==> config.mk <==
export PLATFORM = sky130hd
export DESIGN_NAME = sldec_top
export DESIGN_NICKNAME = d
export VERILOG_FILES = /design/src/logic/sldec_pkg.sv /design/src/logic/sldec_lane_counters.sv /design/src/logic/sldec_top.sv
export VERILOG_INCLUDE_DIRS = /design/src /design/src/logic
export SDC_FILE = /design/constraint.sdc
export NUM_CORES = 1
export LEC_CHECK = 0
export BUFFER_PORTS_ARGS = -buffer_cell sky130_fd_sc_hd__clkbuf_2
export CAP_MARGIN = 5
export CORE_MARGIN = 3
export CORE_UTILIZATION = 56
export DETAILED_ROUTE_END_ITERATION = 10
export PLACE_DENSITY = 0.81
export SLEW_MARGIN = 20
export SYNTH_ARGS = -nofsm -noshare
export SYNTH_HDL_FRONTEND = slang
export SYNTH_SLANG_ARGS = --single-unit
==> constraint.sdc <==
create_clock -name clock -period 17.45 [get_ports clock]
set_input_delay 0.8725 -clock clock [delete_from_list [all_inputs] [get_ports clock]]
set_output_delay 0.8725 -clock clock [all_outputs]
set_load 0.02 [all_outputs]
==> src/logic/sldec_cfg.svh <==
// register offsets, field positions, reset values and counts for the deframer error control block
// assumes a 12-bit register address and 8-bit register data
`ifndef SLDEC_CFG_SVH
`define SLDEC_CFG_SVH

// register offsets
`define SLDEC_ADDR_CTRL1       12'h476
`define SLDEC_ADDR_CTRL2       12'h477
`define SLDEC_ADDR_MFGRP       12'h478
`define SLDEC_ADDR_THRES       12'h47C
`define SLDEC_ADDR_MASK        12'h47D
`define SLDEC_ADDR_LANE0       12'h480
// upper nine address bits shared by the eight lane counter control registers
`define SLDEC_ADDR_LANE_HI     9'h090

// field positions
`define SLDEC_CTRL1_SKIP       1
`define SLDEC_CTRL1_CHKSEL     0
`define SLDEC_CTRL2_TEST       7
`define SLDEC_CTRL2_REPEAT     5
`define SLDEC_CTRL2_QUEUE      4
`define SLDEC_CTRL2_AUTOCLR    3
`define SLDEC_LANE_EN_MSB      5
`define SLDEC_LANE_EN_LSB      3

// reset values
`define SLDEC_RST_BYTE         8'h00
`define SLDEC_RST_MFGRP        8'h01
`define SLDEC_RST_THRES        8'hFF
`define SLDEC_RST_MASK         3'h7
`define SLDEC_RST_LANE_EN      3'h7

// sizes and counts
`define SLDEC_NUM_LANES        8
`define SLDEC_NUM_TYPES        3
`define SLDEC_CNT_MAX          8'hFF
`define SLDEC_SYNC_CYCLES      3'h4
`define SLDEC_PEND_MAX         8'hFF
`define SLDEC_CHK_IDX          4'hD

// per-octet field boundaries, a set bit marks the lowest bit of a field
`define SLDEC_SPLIT_0          8'h01
`define SLDEC_SPLIT_1          8'h11
`define SLDEC_SPLIT_2          8'h61
`define SLDEC_SPLIT_3          8'h81
`define SLDEC_SPLIT_7          8'h41
`define SLDEC_SPLIT_8          8'h21
`define SLDEC_SPLIT_9          8'h21
`define SLDEC_SPLIT_10         8'h81
`define SLDEC_SPLIT_WHOLE      8'h01

`endif

==> src/logic/sldec_pkg.sv <==
// types shared by the deframer error control block
// assumes sldec_cfg.svh carries the numeric constants
package sldec_pkg;

  typedef logic [7:0]  sldec_byte_t;
  typedef logic [2:0]  sldec_tri_t;

  // receive sequencing states
  typedef enum logic [2:0] {
    SLDEC_ST_OFF,
    SLDEC_ST_CGS,
    SLDEC_ST_ILAS,
    SLDEC_ST_ILAS_LOOP,
    SLDEC_ST_DATA,
    SLDEC_ST_PATTERN
  } sldec_state_e;

endpackage

==> src/logic/sldec_lane_counters.sv <==
// one lane of error counters: disparity, not-in-table, unexpected control character
// assumes error strobes are one-cycle pulses synchronous to clock
`timescale 1ns/1ns
`include "sldec_cfg.svh"

module sldec_lane_counters (
  // clock, reset, enable
  input  wire logic                clock,
  input  wire logic                rst_n,
  input  wire logic                ce,
  input  wire logic                soft_reset,
  // per-type controls, index 0 disparity, 1 not-in-table, 2 unexpected char
  input  wire sldec_pkg::sldec_tri_t err_in,
  input  wire sldec_pkg::sldec_tri_t cnt_en,
  input  wire sldec_pkg::sldec_tri_t sync_mask,
  input  wire logic                auto_clear,
  input  wire sldec_pkg::sldec_byte_t threshold,
  // results
  output sldec_pkg::sldec_tri_t    hit,
  output logic [23:0]              count
);
  import sldec_pkg::*;

  genvar t;
  generate
    for (t = 0; t < `SLDEC_NUM_TYPES; t++) begin : g_type
      sldec_byte_t cnt;
      sldec_byte_t next_cnt;
      logic        hit_q;
      logic        next_hit;
      logic        inc;
      logic        reach;
      sldec_byte_t cnt_plus;

      // count, compare and optional self clear
      always_comb begin
        inc      = err_in[t] & cnt_en[t] & (cnt != `SLDEC_CNT_MAX);
        cnt_plus = cnt + 8'h01;
        reach    = inc & (cnt_plus == threshold);
        next_hit = ~soft_reset & reach;
        if (soft_reset) begin
          next_cnt = `SLDEC_RST_BYTE;
        end else if (reach & auto_clear & sync_mask[t]) begin
          next_cnt = `SLDEC_RST_BYTE;
        end else if (inc) begin
          next_cnt = cnt_plus;
        end else begin
          next_cnt = cnt;
        end
      end

      // counter storage
      always_ff @(posedge clock or negedge rst_n) begin
        if (!rst_n) begin
          cnt   <= `SLDEC_RST_BYTE;
          hit_q <= 1'b0;
        end else if (ce) begin
          cnt   <= next_cnt;
          hit_q <= next_hit;
        end
      end

      assign hit[t]           = hit_q;
      assign count[t*8 +: 8]  = cnt;
    end
  endgenerate

endmodule

==> src/logic/sldec_top.sv <==
// receive deframer configuration, sequencing, checksum and error monitoring
// assumes lane decoders give error pulses and alignment logic gives sync, multiframe and config octets
//
// Summary of operation
// - with the skip bit set and both test bits zero the receiver goes from code group sync straight to user data.
// - with checksum method zero the checksum is the sum of the individual configuration fields.
// - with checksum method one the checksum is the sum of the whole configuration octets.
// - with the alignment test bit set the alignment sequence is expected to repeat forever.
// - the repeat pattern test runs after alignment only when the alignment test bit is zero.
// - without queued reporting, errors hitting in one cycle give one sync request.
// - with queued reporting, every hit is counted and signalled on sync request one by one.
// - with auto clear only the counter that raised sync request returns to zero.
// - the alignment sequence lasts four multiframes per unit of the multiframe count, reset one.
// - each lane counts three error kinds and flags equality with the threshold.
// - sync request asserts on a threshold hit whose mask bit is set, bit two disparity.
// - lane counter enable bits are bit two unexpected char, bit one table, bit zero disparity.
// - soft reset clears counters, sync reporting, sequencing and checksum and stops reception; registers and lane enables keep their values.
`timescale 1ns/1ns
`include "sldec_cfg.svh"

module sldec_top (
  // clock, reset, enable
  input  wire logic                   clock,
  input  wire logic                   rst_n,
  input  wire logic                   ce,
  // register port
  input  wire logic [11:0]            reg_addr,
  input  wire logic                   reg_wr,
  input  wire logic                   reg_rd,
  input  wire sldec_pkg::sldec_byte_t reg_wdata,
  output sldec_pkg::sldec_byte_t      reg_rdata,
  output logic                        reg_rdata_valid,
  // deframer control
  input  wire logic                   soft_reset_bit,
  // link progress from alignment logic
  input  wire logic                   cgs_achieved,
  input  wire logic                   mf_boundary,
  // configuration octets received during alignment
  input  wire logic                   cfg_valid,
  input  wire logic [3:0]             cfg_index,
  input  wire sldec_pkg::sldec_byte_t cfg_octet,
  // lane error pulses, one bit per lane
  input  wire logic [7:0]             bad_disparity_error,
  input  wire logic [7:0]             not_in_table_error,
  input  wire logic [7:0]             unexpected_control_char_error,
  // status
  output logic                        rx_enable,
  output logic                        expect_ilas,
  output logic                        expect_user_data,
  output logic                        pattern_test_active,
  output logic                        chk_done,
  output logic                        chk_error,
  output logic [23:0]                 threshold_event,
  output logic                        sync_request_out
);
  import sldec_pkg::*;

  ////////////////////////////////////////////////////////////////////////////
  // configuration registers

  logic        skip_alignment_seq, next_skip;
  logic        checksum_method_sel, next_chksel;
  logic        alignment_test_mode, next_test;
  logic        repeat_pattern_test_en, next_repeat;
  logic        queued_error_report, next_queue;
  logic        auto_clear_error_count, next_autoclr;
  sldec_byte_t alignment_multiframe_cnt, next_mfgrp;
  sldec_byte_t error_threshold_value, next_thres;
  sldec_tri_t  sync_request_error_mask, next_mask;
  sldec_byte_t lane_rd [`SLDEC_NUM_LANES];
  sldec_byte_t next_rdata;
  logic        lane_sel;

  assign lane_sel = (reg_addr[11:3] == `SLDEC_ADDR_LANE_HI);

  // write decode for the shared registers
  always_comb begin
    next_skip    = skip_alignment_seq;
    next_chksel  = checksum_method_sel;
    next_test    = alignment_test_mode;
    next_repeat  = repeat_pattern_test_en;
    next_queue   = queued_error_report;
    next_autoclr = auto_clear_error_count;
    next_mfgrp   = alignment_multiframe_cnt;
    next_thres   = error_threshold_value;
    next_mask    = sync_request_error_mask;
    if (reg_wr) begin
      case (reg_addr)
        `SLDEC_ADDR_CTRL1: begin
          next_skip   = reg_wdata[`SLDEC_CTRL1_SKIP];
          next_chksel = reg_wdata[`SLDEC_CTRL1_CHKSEL];
        end
        `SLDEC_ADDR_CTRL2: begin
          next_test    = reg_wdata[`SLDEC_CTRL2_TEST];
          next_repeat  = reg_wdata[`SLDEC_CTRL2_REPEAT];
          next_queue   = reg_wdata[`SLDEC_CTRL2_QUEUE];
          next_autoclr = reg_wdata[`SLDEC_CTRL2_AUTOCLR];
        end
        `SLDEC_ADDR_MFGRP: next_mfgrp = reg_wdata;
        `SLDEC_ADDR_THRES: next_thres = reg_wdata;
        `SLDEC_ADDR_MASK:  next_mask  = reg_wdata[2:0];
        default: ;
      endcase
    end
  end

  // read mux, unmapped offsets read zero
  always_comb begin
    next_rdata = `SLDEC_RST_BYTE;
    if (lane_sel) begin
      next_rdata = lane_rd[reg_addr[2:0]];
    end else begin
      case (reg_addr)
        `SLDEC_ADDR_CTRL1: begin
          next_rdata[`SLDEC_CTRL1_SKIP]   = skip_alignment_seq;
          next_rdata[`SLDEC_CTRL1_CHKSEL] = checksum_method_sel;
        end
        `SLDEC_ADDR_CTRL2: begin
          next_rdata[`SLDEC_CTRL2_TEST]    = alignment_test_mode;
          next_rdata[`SLDEC_CTRL2_REPEAT]  = repeat_pattern_test_en;
          next_rdata[`SLDEC_CTRL2_QUEUE]   = queued_error_report;
          next_rdata[`SLDEC_CTRL2_AUTOCLR] = auto_clear_error_count;
        end
        `SLDEC_ADDR_MFGRP: next_rdata = alignment_multiframe_cnt;
        `SLDEC_ADDR_THRES: next_rdata = error_threshold_value;
        `SLDEC_ADDR_MASK:  next_rdata[2:0] = sync_request_error_mask;
        default: ;
      endcase
    end
  end

  // register storage, not touched by soft reset so it can be set up under it
  always_ff @(posedge clock or negedge rst_n) begin
    if (!rst_n) begin
      skip_alignment_seq       <= 1'b0;
      checksum_method_sel      <= 1'b0;
      alignment_test_mode      <= 1'b0;
      repeat_pattern_test_en   <= 1'b0;
      queued_error_report      <= 1'b0;
      auto_clear_error_count   <= 1'b0;
      alignment_multiframe_cnt <= `SLDEC_RST_MFGRP;
      error_threshold_value    <= `SLDEC_RST_THRES;
      sync_request_error_mask  <= `SLDEC_RST_MASK;
      reg_rdata                <= `SLDEC_RST_BYTE;
      reg_rdata_valid          <= 1'b0;
    end else if (ce) begin
      skip_alignment_seq       <= next_skip;
      checksum_method_sel      <= next_chksel;
      alignment_test_mode      <= next_test;
      repeat_pattern_test_en   <= next_repeat;
      queued_error_report      <= next_queue;
      auto_clear_error_count   <= next_autoclr;
      alignment_multiframe_cnt <= next_mfgrp;
      error_threshold_value    <= next_thres;
      sync_request_error_mask  <= next_mask;
      reg_rdata                <= reg_rd ? next_rdata : reg_rdata;
      reg_rdata_valid          <= reg_rd;
    end
  end

  ////////////////////////////////////////////////////////////////////////////
  // per-lane counter control and error counters

  logic [23:0] hit_all;
  sldec_tri_t  mask_by_type;

  // mask bit order is reversed against the counter type order
  assign mask_by_type = {sync_request_error_mask[0], sync_request_error_mask[1],
                         sync_request_error_mask[2]};

  genvar l;
  generate
    for (l = 0; l < `SLDEC_NUM_LANES; l++) begin : g_lane
      sldec_tri_t en_q;
      sldec_tri_t next_en;
      sldec_tri_t hit_l;

      // lane counter enable write
      always_comb begin
        next_en = en_q;
        if (reg_wr && lane_sel && (reg_addr[2:0] == 3'(l))) begin
          next_en = reg_wdata[`SLDEC_LANE_EN_MSB:`SLDEC_LANE_EN_LSB];
        end
      end

      always_ff @(posedge clock or negedge rst_n) begin
        if (!rst_n) begin
          en_q <= `SLDEC_RST_LANE_EN;
        end else if (ce) begin
          en_q <= next_en;
        end
      end

      assign lane_rd[l] = {2'b00, en_q, 3'b000};

      sldec_lane_counters u_cnt (
        .clock      (clock),
        .rst_n      (rst_n),
        .ce         (ce),
        .soft_reset (soft_reset_bit),
        .err_in     ({unexpected_control_char_error[l], not_in_table_error[l], bad_disparity_error[l]}),
        .cnt_en     (en_q),
        .sync_mask  (mask_by_type),
        .auto_clear (auto_clear_error_count),
        .threshold  (error_threshold_value),
        .hit        (hit_l),
        .count      ()
      );
      assign hit_all[l*3 +: 3] = hit_l;
    end
  endgenerate

  assign threshold_event = hit_all;

  ////////////////////////////////////////////////////////////////////////////
  // sync request reporting

  logic [23:0] sync_hits;
  logic [4:0]  hit_pop;
  sldec_byte_t pending, next_pending;
  logic [2:0]  sync_timer, next_timer;
  logic        next_sync;
  logic        start;
  logic [8:0]  pend_sum;
  logic [7:0]  add_cnt;

  // hits whose kind is enabled for sync request, then count and queue them
  always_comb begin
    sync_hits = hit_all & {`SLDEC_NUM_LANES{mask_by_type}};
    hit_pop   = 5'h00;
    for (int i = 0; i < `SLDEC_NUM_LANES * `SLDEC_NUM_TYPES; i++) begin
      hit_pop = hit_pop + {4'h0, sync_hits[i]};
    end
    add_cnt  = queued_error_report ? {3'b000, hit_pop}
                                   : {7'h00, |sync_hits};
    start    = (sync_timer == 3'h0) & ~sync_request_out & (pending != 8'h00);
    pend_sum = {1'b0, pending} + {1'b0, add_cnt} - {8'h00, start};
    if (soft_reset_bit) begin
      next_pending = `SLDEC_RST_BYTE;
    end else if (pend_sum > {1'b0, `SLDEC_PEND_MAX}) begin
      next_pending = `SLDEC_PEND_MAX;
    end else begin
      next_pending = pend_sum[7:0];
    end
    // each report holds sync request for a fixed span, then one idle cycle
    if (soft_reset_bit) begin
      next_timer = 3'h0;
      next_sync  = 1'b0;
    end else if (start) begin
      next_timer = `SLDEC_SYNC_CYCLES - 3'h1;
      next_sync  = 1'b1;
    end else if (sync_timer != 3'h0) begin
      next_timer = sync_timer - 3'h1;
      next_sync  = 1'b1;
    end else begin
      next_timer = 3'h0;
      next_sync  = 1'b0;
    end
  end

  always_ff @(posedge clock or negedge rst_n) begin
    if (!rst_n) begin
      pending          <= `SLDEC_RST_BYTE;
      sync_timer       <= 3'h0;
      sync_request_out <= 1'b0;
    end else if (ce) begin
      pending          <= next_pending;
      sync_timer       <= next_timer;
      sync_request_out <= next_sync;
    end
  end

  ////////////////////////////////////////////////////////////////////////////
  // receive sequencing after code group sync

  sldec_state_e state, next_state;
  logic [9:0]   mf_count, next_mf;
  logic [9:0]   mf_target;

  // four multiframes per unit of the multiframe count
  assign mf_target = {alignment_multiframe_cnt, 2'b00};

  always_comb begin
    next_state = state;
    next_mf    = mf_count;
    case (state)
      SLDEC_ST_OFF: next_state = SLDEC_ST_CGS;
      SLDEC_ST_CGS: begin
        next_mf = 10'h000;
        if (cgs_achieved) begin
          if (alignment_test_mode) begin
            next_state = SLDEC_ST_ILAS_LOOP;
          end else if (skip_alignment_seq) begin
            next_state = repeat_pattern_test_en ? SLDEC_ST_PATTERN : SLDEC_ST_DATA;
          end else begin
            next_state = SLDEC_ST_ILAS;
          end
        end
      end
      SLDEC_ST_ILAS: begin
        if (mf_boundary) begin
          next_mf = mf_count + 10'h001;
          if (next_mf >= mf_target) begin
            next_state = repeat_pattern_test_en ? SLDEC_ST_PATTERN : SLDEC_ST_DATA;
          end
        end
      end
      SLDEC_ST_ILAS_LOOP: ;
      SLDEC_ST_DATA:      ;
      SLDEC_ST_PATTERN:   ;
      default: next_state = SLDEC_ST_OFF;
    endcase
    if (!cgs_achieved && state != SLDEC_ST_OFF) begin
      next_state = SLDEC_ST_CGS;
    end
    if (soft_reset_bit) begin
      next_state = SLDEC_ST_OFF;
      next_mf    = 10'h000;
    end
  end

  always_ff @(posedge clock or negedge rst_n) begin
    if (!rst_n) begin
      state               <= SLDEC_ST_OFF;
      mf_count            <= 10'h000;
      rx_enable           <= 1'b0;
      expect_ilas         <= 1'b0;
      expect_user_data    <= 1'b0;
      pattern_test_active <= 1'b0;
    end else if (ce) begin
      state               <= next_state;
      mf_count            <= next_mf;
      rx_enable           <= (next_state != SLDEC_ST_OFF);
      expect_ilas         <= (next_state == SLDEC_ST_ILAS) | (next_state == SLDEC_ST_ILAS_LOOP);
      expect_user_data    <= (next_state == SLDEC_ST_DATA);
      pattern_test_active <= (next_state == SLDEC_ST_PATTERN);
    end
  end

  ////////////////////////////////////////////////////////////////////////////
  // configuration checksum

  sldec_byte_t chk_sum, next_sum, octet_val;
  logic        next_done, next_err;

  // field boundary map of each configuration octet
  function automatic sldec_byte_t split_of(input logic [3:0] idx);
    case (idx)
      4'h0:    split_of = `SLDEC_SPLIT_0;
      4'h1:    split_of = `SLDEC_SPLIT_1;
      4'h2:    split_of = `SLDEC_SPLIT_2;
      4'h3:    split_of = `SLDEC_SPLIT_3;
      4'h7:    split_of = `SLDEC_SPLIT_7;
      4'h8:    split_of = `SLDEC_SPLIT_8;
      4'h9:    split_of = `SLDEC_SPLIT_9;
      4'hA:    split_of = `SLDEC_SPLIT_10;
      default: split_of = `SLDEC_SPLIT_WHOLE;
    endcase
  endfunction

  // sum of the separate fields packed in one octet
  function automatic sldec_byte_t field_sum(input sldec_byte_t b, input sldec_byte_t split);
    sldec_byte_t total;
    sldec_byte_t field;
    total = 8'h00;
    field = 8'h00;
    for (int i = 7; i >= 0; i--) begin
      field = {field[6:0], b[i]};
      if (split[i]) begin
        total = total + field;
        field = 8'h00;
      end
    end
    return total;
  endfunction

  always_comb begin
    octet_val = checksum_method_sel ? cfg_octet
                                    : field_sum(cfg_octet, split_of(cfg_index));
    next_sum  = chk_sum;
    next_done = 1'b0;
    next_err  = chk_error;
    if (soft_reset_bit) begin
      next_sum = `SLDEC_RST_BYTE;
      next_err = 1'b0;
    end else if (cfg_valid) begin
      if (cfg_index == `SLDEC_CHK_IDX) begin
        next_done = 1'b1;
        next_err  = (cfg_octet != chk_sum);
      end else if (cfg_index == 4'h0) begin
        next_sum = octet_val;
      end else begin
        next_sum = chk_sum + octet_val;
      end
    end
  end

  always_ff @(posedge clock or negedge rst_n) begin
    if (!rst_n) begin
      chk_sum   <= `SLDEC_RST_BYTE;
      chk_done  <= 1'b0;
      chk_error <= 1'b0;
    end else if (ce) begin
      chk_sum   <= next_sum;
      chk_done  <= next_done;
      chk_error <= next_err;
    end
  end

endmodule

* After elaboration in Yosys (flattened, before gate mapping) *
Memories as Yosys holds them, arrays and structs flattened.
Cells that the tools add are included.

word-level totals
  output and inout bits = 40
  memory bits (read-only) = 64
  register bits after elaboration = 313
  RAM bits = 0
  memories kept = 1
  word-level logic and storage cells = 584
  bits in latches = 0

memories
  name              words  width  read ports  clocked after memory_dff  wr ports  RTL line          source
  (name not given)  16     4      1           0                         0         sldec_top.sv:348  case (idx)

cells by class
  reductions and logical operators = 89
  multipliers = 0
  equality and inequality tests = 74
  divide/modulo/power cells = 0
  bitwise gates (word level) = 151
  magnitude comparators = 3
  shift-type cells = 0
  mux-type cells = 128
  add/sub/neg operators = 59

operator list
  cell                                                                count
  8-bit two-way mux                                                   89
  8-bit by 1-bit adder with 8-bit output (second input constant)      24
  8-bit == test                                                       24
  8-bit inequality test (second input constant)                       24
  1-bit AND                                                           146
  5-bit by 1-bit adder with 5-bit output                              19
  3-bit nonzero test                                                  28
  2-bit AND reduction                                                 33
  8-bit adder                                                         8
  12-bit by 11-bit == test with 1-bit output (second input constant)  5
  7-bit two-way mux                                                   5
  3-bit two-way mux                                                   10
  24-bit AND                                                          1
  8-bit binary-select mux with 3-bit select                           1
  3-bit == test (second input constant)                               8
  3-bit AND reduction                                                 8
  24-bit OR reduction                                                 1
  10-bit two-way mux                                                  2
  10-bit one-hot mux with 2 select lines                              1
  3-bit by 2-bit == test with 1-bit output (second input constant)    6
  1-bit two-way mux                                                   12
  3-bit one-hot mux with 4 select lines                               1
  10-bit by 1-bit adder with 10-bit output (second input constant)    1
  10-bit greater-or-equal comparator                                  1
  other kinds (31)                                                    46

* Depth between registers and ports, before layout *
Gate-level depths: netlist (run 1).

  depth in word-level cells = 30
  mapped depth = 28

* Modules after synthesis *
Synthesis (run 1) repeated with hierarchy kept, for this count alone.

unflattened totals
  cells, all modules = 2777
  area, all modules = 25390.6 µm²

modules (own cells, without submodules)
  module                                      area each (µm²)  times used  sequential area each (µm²)  cells each
  sldec_lane_counters at g_lane[0].u_cnt ...  2259.7           7           675.6                       251
  sldec_top                                   7439.6           1           2472.4                      774
  sldec_lane_counters at g_lane[4].u_cnt      2133.3           1           675.6                       246

* Worst setup path before layout (run 1) *
Ideal clock, no wire load.

  path type = flip-flop to flip-flop
  from = reg sync_request_error_mask[1]
  to = reg pending[0]
  clock period less this slack = 6478 ps
  slack = 10972 ps
  stages on the path, launching flop included = 24
  arrival = 6355 ps
  path buffers = 1
  setup time = 123 ps
  path through = dfstp_2 -> clkbuf_1 -> and2_1 -> fa_1 -> fa_1 -> inv_1 -> fa_1 -> fa_1 -> inv_1 -> fa_1 -> ha_1 -> fa_1 -> nand2_1 -> ha_1 -> inv_1 -> fa_1 -> a21o_1 -> a21oi_1 -> o21bai_1 -> a21oi_1 -> o2bb2ai_1 -> xnor2_1 -> nand2_1 -> o221a_2

on the way
  longest elaborated chain between the ends = 30
  elaborated cells between the ends (all ways) = 31

RTL lines
  element                                                   RTL line          source
  start, declared                                           sldec_top.sv:69   sldec_tri_t sync_request_error_mask, next_mask;
  start signal, assigned                                    sldec_top.sv:143  sync_request_error_mask <= `SLDEC_RST_MASK;
  start signal, assigned                                    sldec_top.sv:155  sync_request_error_mask <= next_mask;
  24-bit AND *                                              sldec_top.sv:229  sync_hits = hit_all & {`SLDEC_NUM_LANES{mask_by_type}};
  1-bit by 1-bit adder with 2-bit output                    sldec_top.sv:232  hit_pop = hit_pop + {4'h0, sync_hits[i]};
  2-bit by 1-bit adder with 3-bit output                    sldec_top.sv:232
  3-bit by 1-bit adder with 4-bit output                    sldec_top.sv:232
  4-bit by 1-bit adder with 5-bit output                    sldec_top.sv:232
  5-bit by 1-bit adder with 5-bit output (19 in a row)      sldec_top.sv:232
  5-bit two-way mux *                                       sldec_top.sv:234  add_cnt = queued_error_report ? {3'b000, hit_pop}
  8-bit by 5-bit adder with 9-bit output *                  sldec_top.sv:237  pend_sum = {1'b0, pending} + {1'b0, add_cnt} - {8'h00, start};
  9-bit by 1-bit subtractor with 9-bit output *             sldec_top.sv:237
  9-bit by 8-bit greater-than comparator with 1-bit output  sldec_top.sv:240  end else if (pend_sum > {1'b0, `SLDEC_PEND_MAX}) begin
  8-bit two-way mux *                                       sldec_top.sv:240
  8-bit two-way mux *                                       sldec_top.sv:238  if (soft_reset_bit) begin
  end signal, assigned                                      sldec_top.sv:263  pending <= `SLDEC_RST_BYTE;
  end signal, assigned                                      sldec_top.sv:267  pending <= next_pending;
  end, declared                                             sldec_top.sv:220  sldec_byte_t pending, next_pending;

Every way passes the cells marked *; elsewhere a longest branch is shown, timed or not.
A chain may end at the register's enable or synchronous reset.

* Worst setup path after layout (run 1) *
  from = reg sync_request_error_mask[1]
  to = reg pending[1]

Same word-level chain as after synthesis.

==> impl_metrics.env, run 1 <==
export IMPL_num_nets_final=2865
export IMPL_worstSetupStartpoint="sync_request_error_mask[1]"
export IMPL_synth_simple_area_share_pct=19.9
export IMPL_drc=0
export IMPL_reg2regPathDepth=22
export IMPL_maxCapViolations=0
export IMPL_clk_transition_reported_paths_ps=60
export IMPL_avgRoutedWirePerCell_um=21.0
export IMPL_cpMaxStageDelayCell="dfstp_2"
export IMPL_fin_area_um2=25400
export IMPL_slowest_delay_ps=640
export IMPL_critPathCapture="pending[1]"
export IMPL_first_pass_iters=9
export IMPL_post_cts_resized=0
export IMPL_synth_top_area_share_pct=29.4
export IMPL_dp_hpwl_um=47500
export IMPL_worst_pin_slew_ps=996
export IMPL_grt_usage_pct=30.8
export IMPL_synth_top_family_by_area="compound AO/OA/AOI/OAI gates"
export IMPL_syn_area_um2=23600
export IMPL_cts_setup_buffers=0
export IMPL_drt_wl_total_um=68700
export IMPL_muxShareOfSynthArea_pct=4.14
export IMPL_cts_path_max_buffers=3
export IMPL_r2r_start="sync_request_error_mask[1]"
export IMPL_end_kind="register"
export IMPL_synth_common_cells="dfrtp_1 (277), nand2_1 (267), o21ai_0 (244), nor2_1 (164), xnor2_1 (148)"
export IMPL_crit_type="register to register"
export IMPL_die_h_um=211
export IMPL_root_buffer="clkbuf_16"
export IMPL_syn_inst=2698
export IMPL_synthFlopType="dfrtp_1"
export IMPL_p_per_area_nw_per_um2=73.6
export IMPL_hold_viol=0
export IMPL_ant_nets=0
export IMPL_rrSetupSlack_ps=10700
export IMPL_yosysTopAreaCell="dfrtp_1"
export IMPL_crit_path_frequent_cell="fa_1"
export IMPL_antenna_found_initial=3
export IMPL_yosysMostFrequentCell="dfrtp_1"
export IMPL_crit_chain="and2_1 > fa_1 > fa_1 > inv_1 > fa_1 > fa_1 > inv_1 > fa_1 > ha_1 > fa_1 > nand2_1 > ha_1 > inv_1 > fa_1 > a21o_1 > a21oi_1 > o21bai_1 > a21oi_1 > o2bb2ai_1 > xnor2_1 > nand2_1 > o221a_2"
export IMPL_clk_latency_ps=570
export IMPL_synth_compound_area_share_pct=21.6
export IMPL_ios=105
export IMPL_dieArea_um2=44600
export IMPL_synthXorXnorAreaFrac_pct=10.0
export IMPL_rsz0062_at_grt="false"
export IMPL_period_needed_ps=6750
export IMPL_fp_row_count=74
export IMPL_gr_total_overflow=0
export IMPL_finalWeightedCongestion=0.938
export IMPL_synthAdderAreaFrac_pct=5.92
export IMPL_grt_pass1_vias=21000
export IMPL_outcome="complete, no violations"
export IMPL_cts_tree="built"
export IMPL_port_buffers=104
export IMPL_setup_slack_ps=10700
export IMPL_drt_initial_drc_count=2607
export IMPL_finalSetupViolCount=0
export IMPL_dpl_cell_area_um2=24200
export IMPL_grt_max_degree=116
export IMPL_yosysWarningCount=0
export IMPL_core_area_um2=41200
export IMPL_final_period_utilization_pct=38.7
export IMPL_synth_seq_cells=313
export IMPL_dr_total_vias=21500
export IMPL_cp_max_fo=11
export IMPL_whs_ps=361
export IMPL_via_per_inst=6.58
export IMPL_cp_data_arrival_time_ps=7200
export IMPL_layout_drive_gt1_share_pct=11.8
export IMPL_ir_worst_vdd_v=0.0000795
export IMPL_hold_path_class="input pin to async pin"
export IMPL_fp_dieW_um=211
export IMPL_synth_avg_cell_area_um2=8.74
export IMPL_synth_edf_count=0
export IMPL_dp_slack_ps=10750
export IMPL_h_tree_depth=2
export IMPL_fin_setup_tns_ps=0
export IMPL_fin_worst_skew_ps=31.6
export IMPL_ys_async_sr_fraction_pct=100
export IMPL_postSynthNetCount=2862
export IMPL_timing_fmax_mhz=148
export IMPL_startpoint_type="register"
export IMPL_numCtsBuffers=37
export IMPL_yosys_top_cells_area="dfrtp_1 (29%), xnor2_1 (5.5%), o21ai_0 (5.2%)"
export IMPL_postCtsHoldBufs=0
export IMPL_cp_required_ps=17900
export IMPL_utilization_pct=61.7
export IMPL_leakagePower_nw=10.9
export IMPL_ys_seq_area_share_pct=33.4
export IMPL_r2r_end="pending[1]"
export IMPL_ys_types=94
export IMPL_slew_headroom_pct=33.1
export IMPL_cts_sinks=313
export IMPL_grt_pass1_wl_um=111000
export IMPL_start_util_pct=57.3
export IMPL_slew_violations=0
export IMPL_syn_to_final_growth_pct=7.76
==> critical path, delay by kind of cell, from the launching register on <==
family                   cells  cell delay (ps)
adder cells (fa/ha/maj)      9             3920
buffers and inverters        3              170
flip-flops                   1              640
AO/OA/AOI/OAI                6             1190
AND/OR/NAND/NOR              3              410
XOR/XNOR                     1              290
==> flip-flops by register name, indices dropped and copies added (netlist names), 3 cells and up <==
signal and cells:
chk_sum 8, error_threshold_value 8, state 3, g_lane.u_cnt.g_type.cnt 192, g_lane.u_cnt.g_type.hit_q 24, sync_request_error_mask 3, alignment_multiframe_cnt 8, g_lane.en_q 24
pending 8, reg_rdata 8, mf_count 10, sync_timer 3
==> area by class of cell <==
type                       count  area (um2)
fill                        3442       15800
multi-input combinational   2113       14500
sequential                   313        7880
clock buffer                  55        1090
timing repair buffer         123         678
tap                          532         666
inverter                     113         425
clock inverter                12         148
antenna                        2        5.00
==> placed cells by master (no fill, tap or decap), types with 31 or more instances in the layout <==
| master | synthesis | routed |
|---|---|---|
| dfrtp_1 | 277 | 277 |
| nand2_1 | 267 | 267 |
| o21ai_0 | 244 | 243 |
| nor2_1 | 164 | 163 |
| xnor2_1 | 148 | 148 |
| inv_1 | 113 | 112 |
| clkbuf_2 | 4 | 101 |
| xor2_1 | 93 | 93 |
| nand3_1 | 92 | 92 |
| ha_1 | 78 | 78 |
| nor3_1 | 77 | 77 |
| a21oi_1 | 69 | 69 |
| mux2_2 | 52 | 52 |
| and3_1 | 50 | 50 |
| and2_1 | 48 | 48 |
| nor2b_1 | 48 | 48 |
| o31ai_1 | 48 | 48 |
| a21o_1 | 47 | 47 |
| a31oi_1 | 45 | 45 |
| a22o_1 | 40 | 40 |
| clkbuf_16 | 0 | 38 |
| o2bb2ai_1 | 36 | 36 |
| dfstp_2 | 36 | 36 |
| nand2b_1 | 33 | 33 |
| nor4_1 | 32 | 31 |
==> per-stage QoR <==
| step | power, mW | cells |
|---|---|---|
| floorplan | 0.987 | 2698 |
| global placement | 1.06 | 3194 |
| detailed placement | 1.08 | 3194 |
| CTS | 1.88 | 3261 |
| global route | 1.95 | 3262 |
| finish | 1.87 | 3263 |
==> worst min path at each step <==
stage,from,endpoint,cells after the start
after floorplan,sync_timer[1],sync_timer[1],2
after global placement,sync_timer[1],sync_timer[1],2
after detailed placement,sync_timer[1],sync_timer[1],2
after CTS,rst_n,g_lane[7].u_cnt.g_type[0].cnt[2],1
after global routing,rst_n,g_lane[7].u_cnt.g_type[0].cnt[6],1
final,rst_n,g_lane[7].u_cnt.g_type[0].cnt[2],1
==> where the power goes <==
part | internal (mW) | switching (mW)
combinational | 0.115 | 0.182
clock | 0.480 | 0.323
sequential | 0.748 | 0.0247
==> routing by layer <==
metal	GRT usage, %	vias to the layer above	share of wire, %
met2	48.7	1002	45
li1	-	9826	-
met5	0	-	0.025
met3	6.73	232	9.6
met4	14.9	2	5.2
met1	40.3	10400	40
==> cell families (layout without fill, tap and decap cells) <==
group	Yosys count	in the layout
other	0	2
buffers and inverters	272	303
AND/OR/NAND/NOR	931	931
adder cells (fa/ha/maj)	99	99
flip-flops	313	313
multiplexers	82	82
AO/OA/AOI/OAI	749	749
XOR/XNOR	252	252
Power figures use the tool's default switching activity.
==> run 2: changes to the inputs <==
PLACE_DENSITY = 0.83   (was 0.81)
clock period = 5.45 ns   (was 17.45 ns; I/O delays follow)
==> impl_metrics.env, run 2 (synthesis gave the netlist of run 1 again) <==
export IMPL_outcome="complete, but fails checks"
export IMPL_violations="setup timing"
export IMPL_reg2regPathDepth=22
export IMPL_fin_worst_skew_ps=19.0
export IMPL_cp_data_arrival_time_ps=6610
export IMPL_finalSetupViolCount=8
export IMPL_r2r_start="sync_request_error_mask[2]"
export IMPL_leakagePower_nw=11.3
export IMPL_clk_latency_ps=560
export IMPL_rsz0062_at_grt="true"
export IMPL_hold_path_class="input pin to register"
export IMPL_holdPathStages=3
export IMPL_setup_slack_ps=-698
export IMPL_dp_slack_ps=-694
export IMPL_end_kind="register"
export IMPL_worstHoldEndpoint="alignment_multiframe_cnt[1]"
export IMPL_hold_viol=0
export IMPL_h_tree_depth=2
export IMPL_crit_type="register to register"
export IMPL_cts_sinks=313
export IMPL_root_buffer="clkbuf_16"
export IMPL_syn_to_final_growth_pct=10.9
export IMPL_worst_pin_slew_ps=1160
export IMPL_cts_tree="built"
export IMPL_dieArea_um2=44600
export IMPL_ant_nets=0
export IMPL_max_flop_register="g_lane.u_cnt.g_type.cnt"
export IMPL_num_nets_final=2940
export IMPL_hp_start="reg_wdata[1]"
export IMPL_reg_top3="g_lane.u_cnt.g_type.cnt x192, g_lane.en_q x24, g_lane.u_cnt.g_type.hit_q x24"
export IMPL_drt_wl_total_um=70000
export IMPL_start_util_pct=57.3
export IMPL_die_h_um=211
export IMPL_dr_total_vias=22100
export IMPL_grt_pass1_vias=21200
export IMPL_grt_pass1_wl_um=111000
export IMPL_p_per_area_nw_per_um2=245
export IMPL_multi_input_area_um2=14700
export IMPL_final_cell_mix="dfrtp_1 (277), nand2_1 (263), o21ai_0 (242), nor2_1 (162), xnor2_1 (146)"
export IMPL_grt_max_degree=143
export IMPL_cts_path_max_buffers=3
export IMPL_fillers=3290
export IMPL_largest_reg_flops=192
export IMPL_startpoint_type="register"
export IMPL_maxCapViolations=0
export IMPL_seq_area_um2=7880
export IMPL_first_pass_iters=5
export IMPL_drt_initial_drc_count=2253
export IMPL_r2r_end="pending[7]"
export IMPL_gr_total_overflow=0
export IMPL_slew_headroom_pct=22.5
export IMPL_dp_hpwl_um=48600
export IMPL_fp_dieW_um=211
export IMPL_via_per_inst=6.61
export IMPL_drc=0
export IMPL_period_needed_ps=6150
export IMPL_cp_required_ps=5910
export IMPL_antenna_found_initial=0
export IMPL_cp_max_fo=6
export IMPL_avgRoutedWirePerCell_um=21.0
export IMPL_final_period_utilization_pct=113
export IMPL_finalWeightedCongestion=0.973
export IMPL_final_common_cell="dfrtp_1"
export IMPL_rrSetupSlack_ps=-700
export IMPL_total_power_mw=6.41
export IMPL_fp_row_count=74
export IMPL_ir_worst_vdd_v=0.000199
export IMPL_whs_ps=47.3
export IMPL_slew_violations=0
export IMPL_clk_transition_reported_paths_ps=60
export IMPL_grt_usage_pct=30.9
export IMPL_numCtsBuffers=37
export IMPL_ios=105
export IMPL_core_area_um2=41200
export IMPL_port_buffers=104
export IMPL_layout_drive_gt1_share_pct=15.4
export IMPL_timing_fmax_mhz=163
-- run 2: metal layers --
metal	track usage (%)	vias up	part of all wire, %
met5	0	-	0
met4	13.5	0	4.6
met3	6.09	234	10
met2	48.3	1138	45
met1	41.9	10700	40
li1	-	10000	-
-- run 2: final cells by class --
cell class / count / share of cell area (%)
Clock inverter: 12 / 0.445
Multi-Input combinational cell: 2113 / 56.1
Timing Repair Buffer: 198 / 4.82
Clock buffer: 56 / 4.39
Inverter: 113 / 1.62
Sequential cell: 313 / 30.1
Tap cell: 532 / 2.54
Antenna cell: 1 / 0.00956
-- run 2: timing repair --
item,in CTS,in global routing
setup buffers,6,5
gates resized for setup,2,17
setup endpoints to repair,8,10
pin swaps,16,16
hold endpoints to repair,93,0
cloned,0,0
hold buffers,3,0
-- run 2: report_power, final --
part | switching (mW) | internal [mW]
sequential | 0.0821 | 2.39
clock | 1.03 | 1.55
combinational | 0.730 | 0.622
-- run 2: worst max-delay path by stage --
stage	startpoint	endpoint	slack [ps]	cells past startpoint
final	sync_request_error_mask[2]	pending[7]	-700	22
after global placement	sync_request_error_mask[2]	pending[7]	-510	21
after global routing	sync_request_error_mask[1]	pending[7]	-850	22
after detailed placement	sync_request_error_mask[2]	pending[1]	-690	21
after CTS	sync_request_error_mask[1]	pending[1]	-660	22
after floorplan	sync_request_error_mask[2]	pending[1]	-480	23
-- run 2: critical path, stage by stage (launching register included) --
cell and delay (ps):
dfstp_2 590, nand2_2 80, fa_1 570, fa_1 460
fa_1 500, fa_1 540, inv_1 50, fa_1 440
ha_2 200, fa_2 530, nand2_2 60, ha_4 280
inv_2 40, ha_1 280, a21o_1 180, a21oi_2 150
nor2b_1 60, o21a_1 200, o41ai_2 300, xor2_1 180
buf_4 150, nor2_2 50, nor3_2 170
-- run 2: per-stage QoR --
stage	setup TNS (ps)	std cells	utilization, %	cell area [um2]
2_1_floorplan	-2790	2698	-	23700
5_1_grt	-6380	3337	63.5	26200
3_5_place_dp	-5720	3255	60.0	24700
3_3_place_gp	-3830	3255	60.0	24700
6_report	-5150	3338	63.5	26200
4_1_cts	-5050	3332	63.2	26100
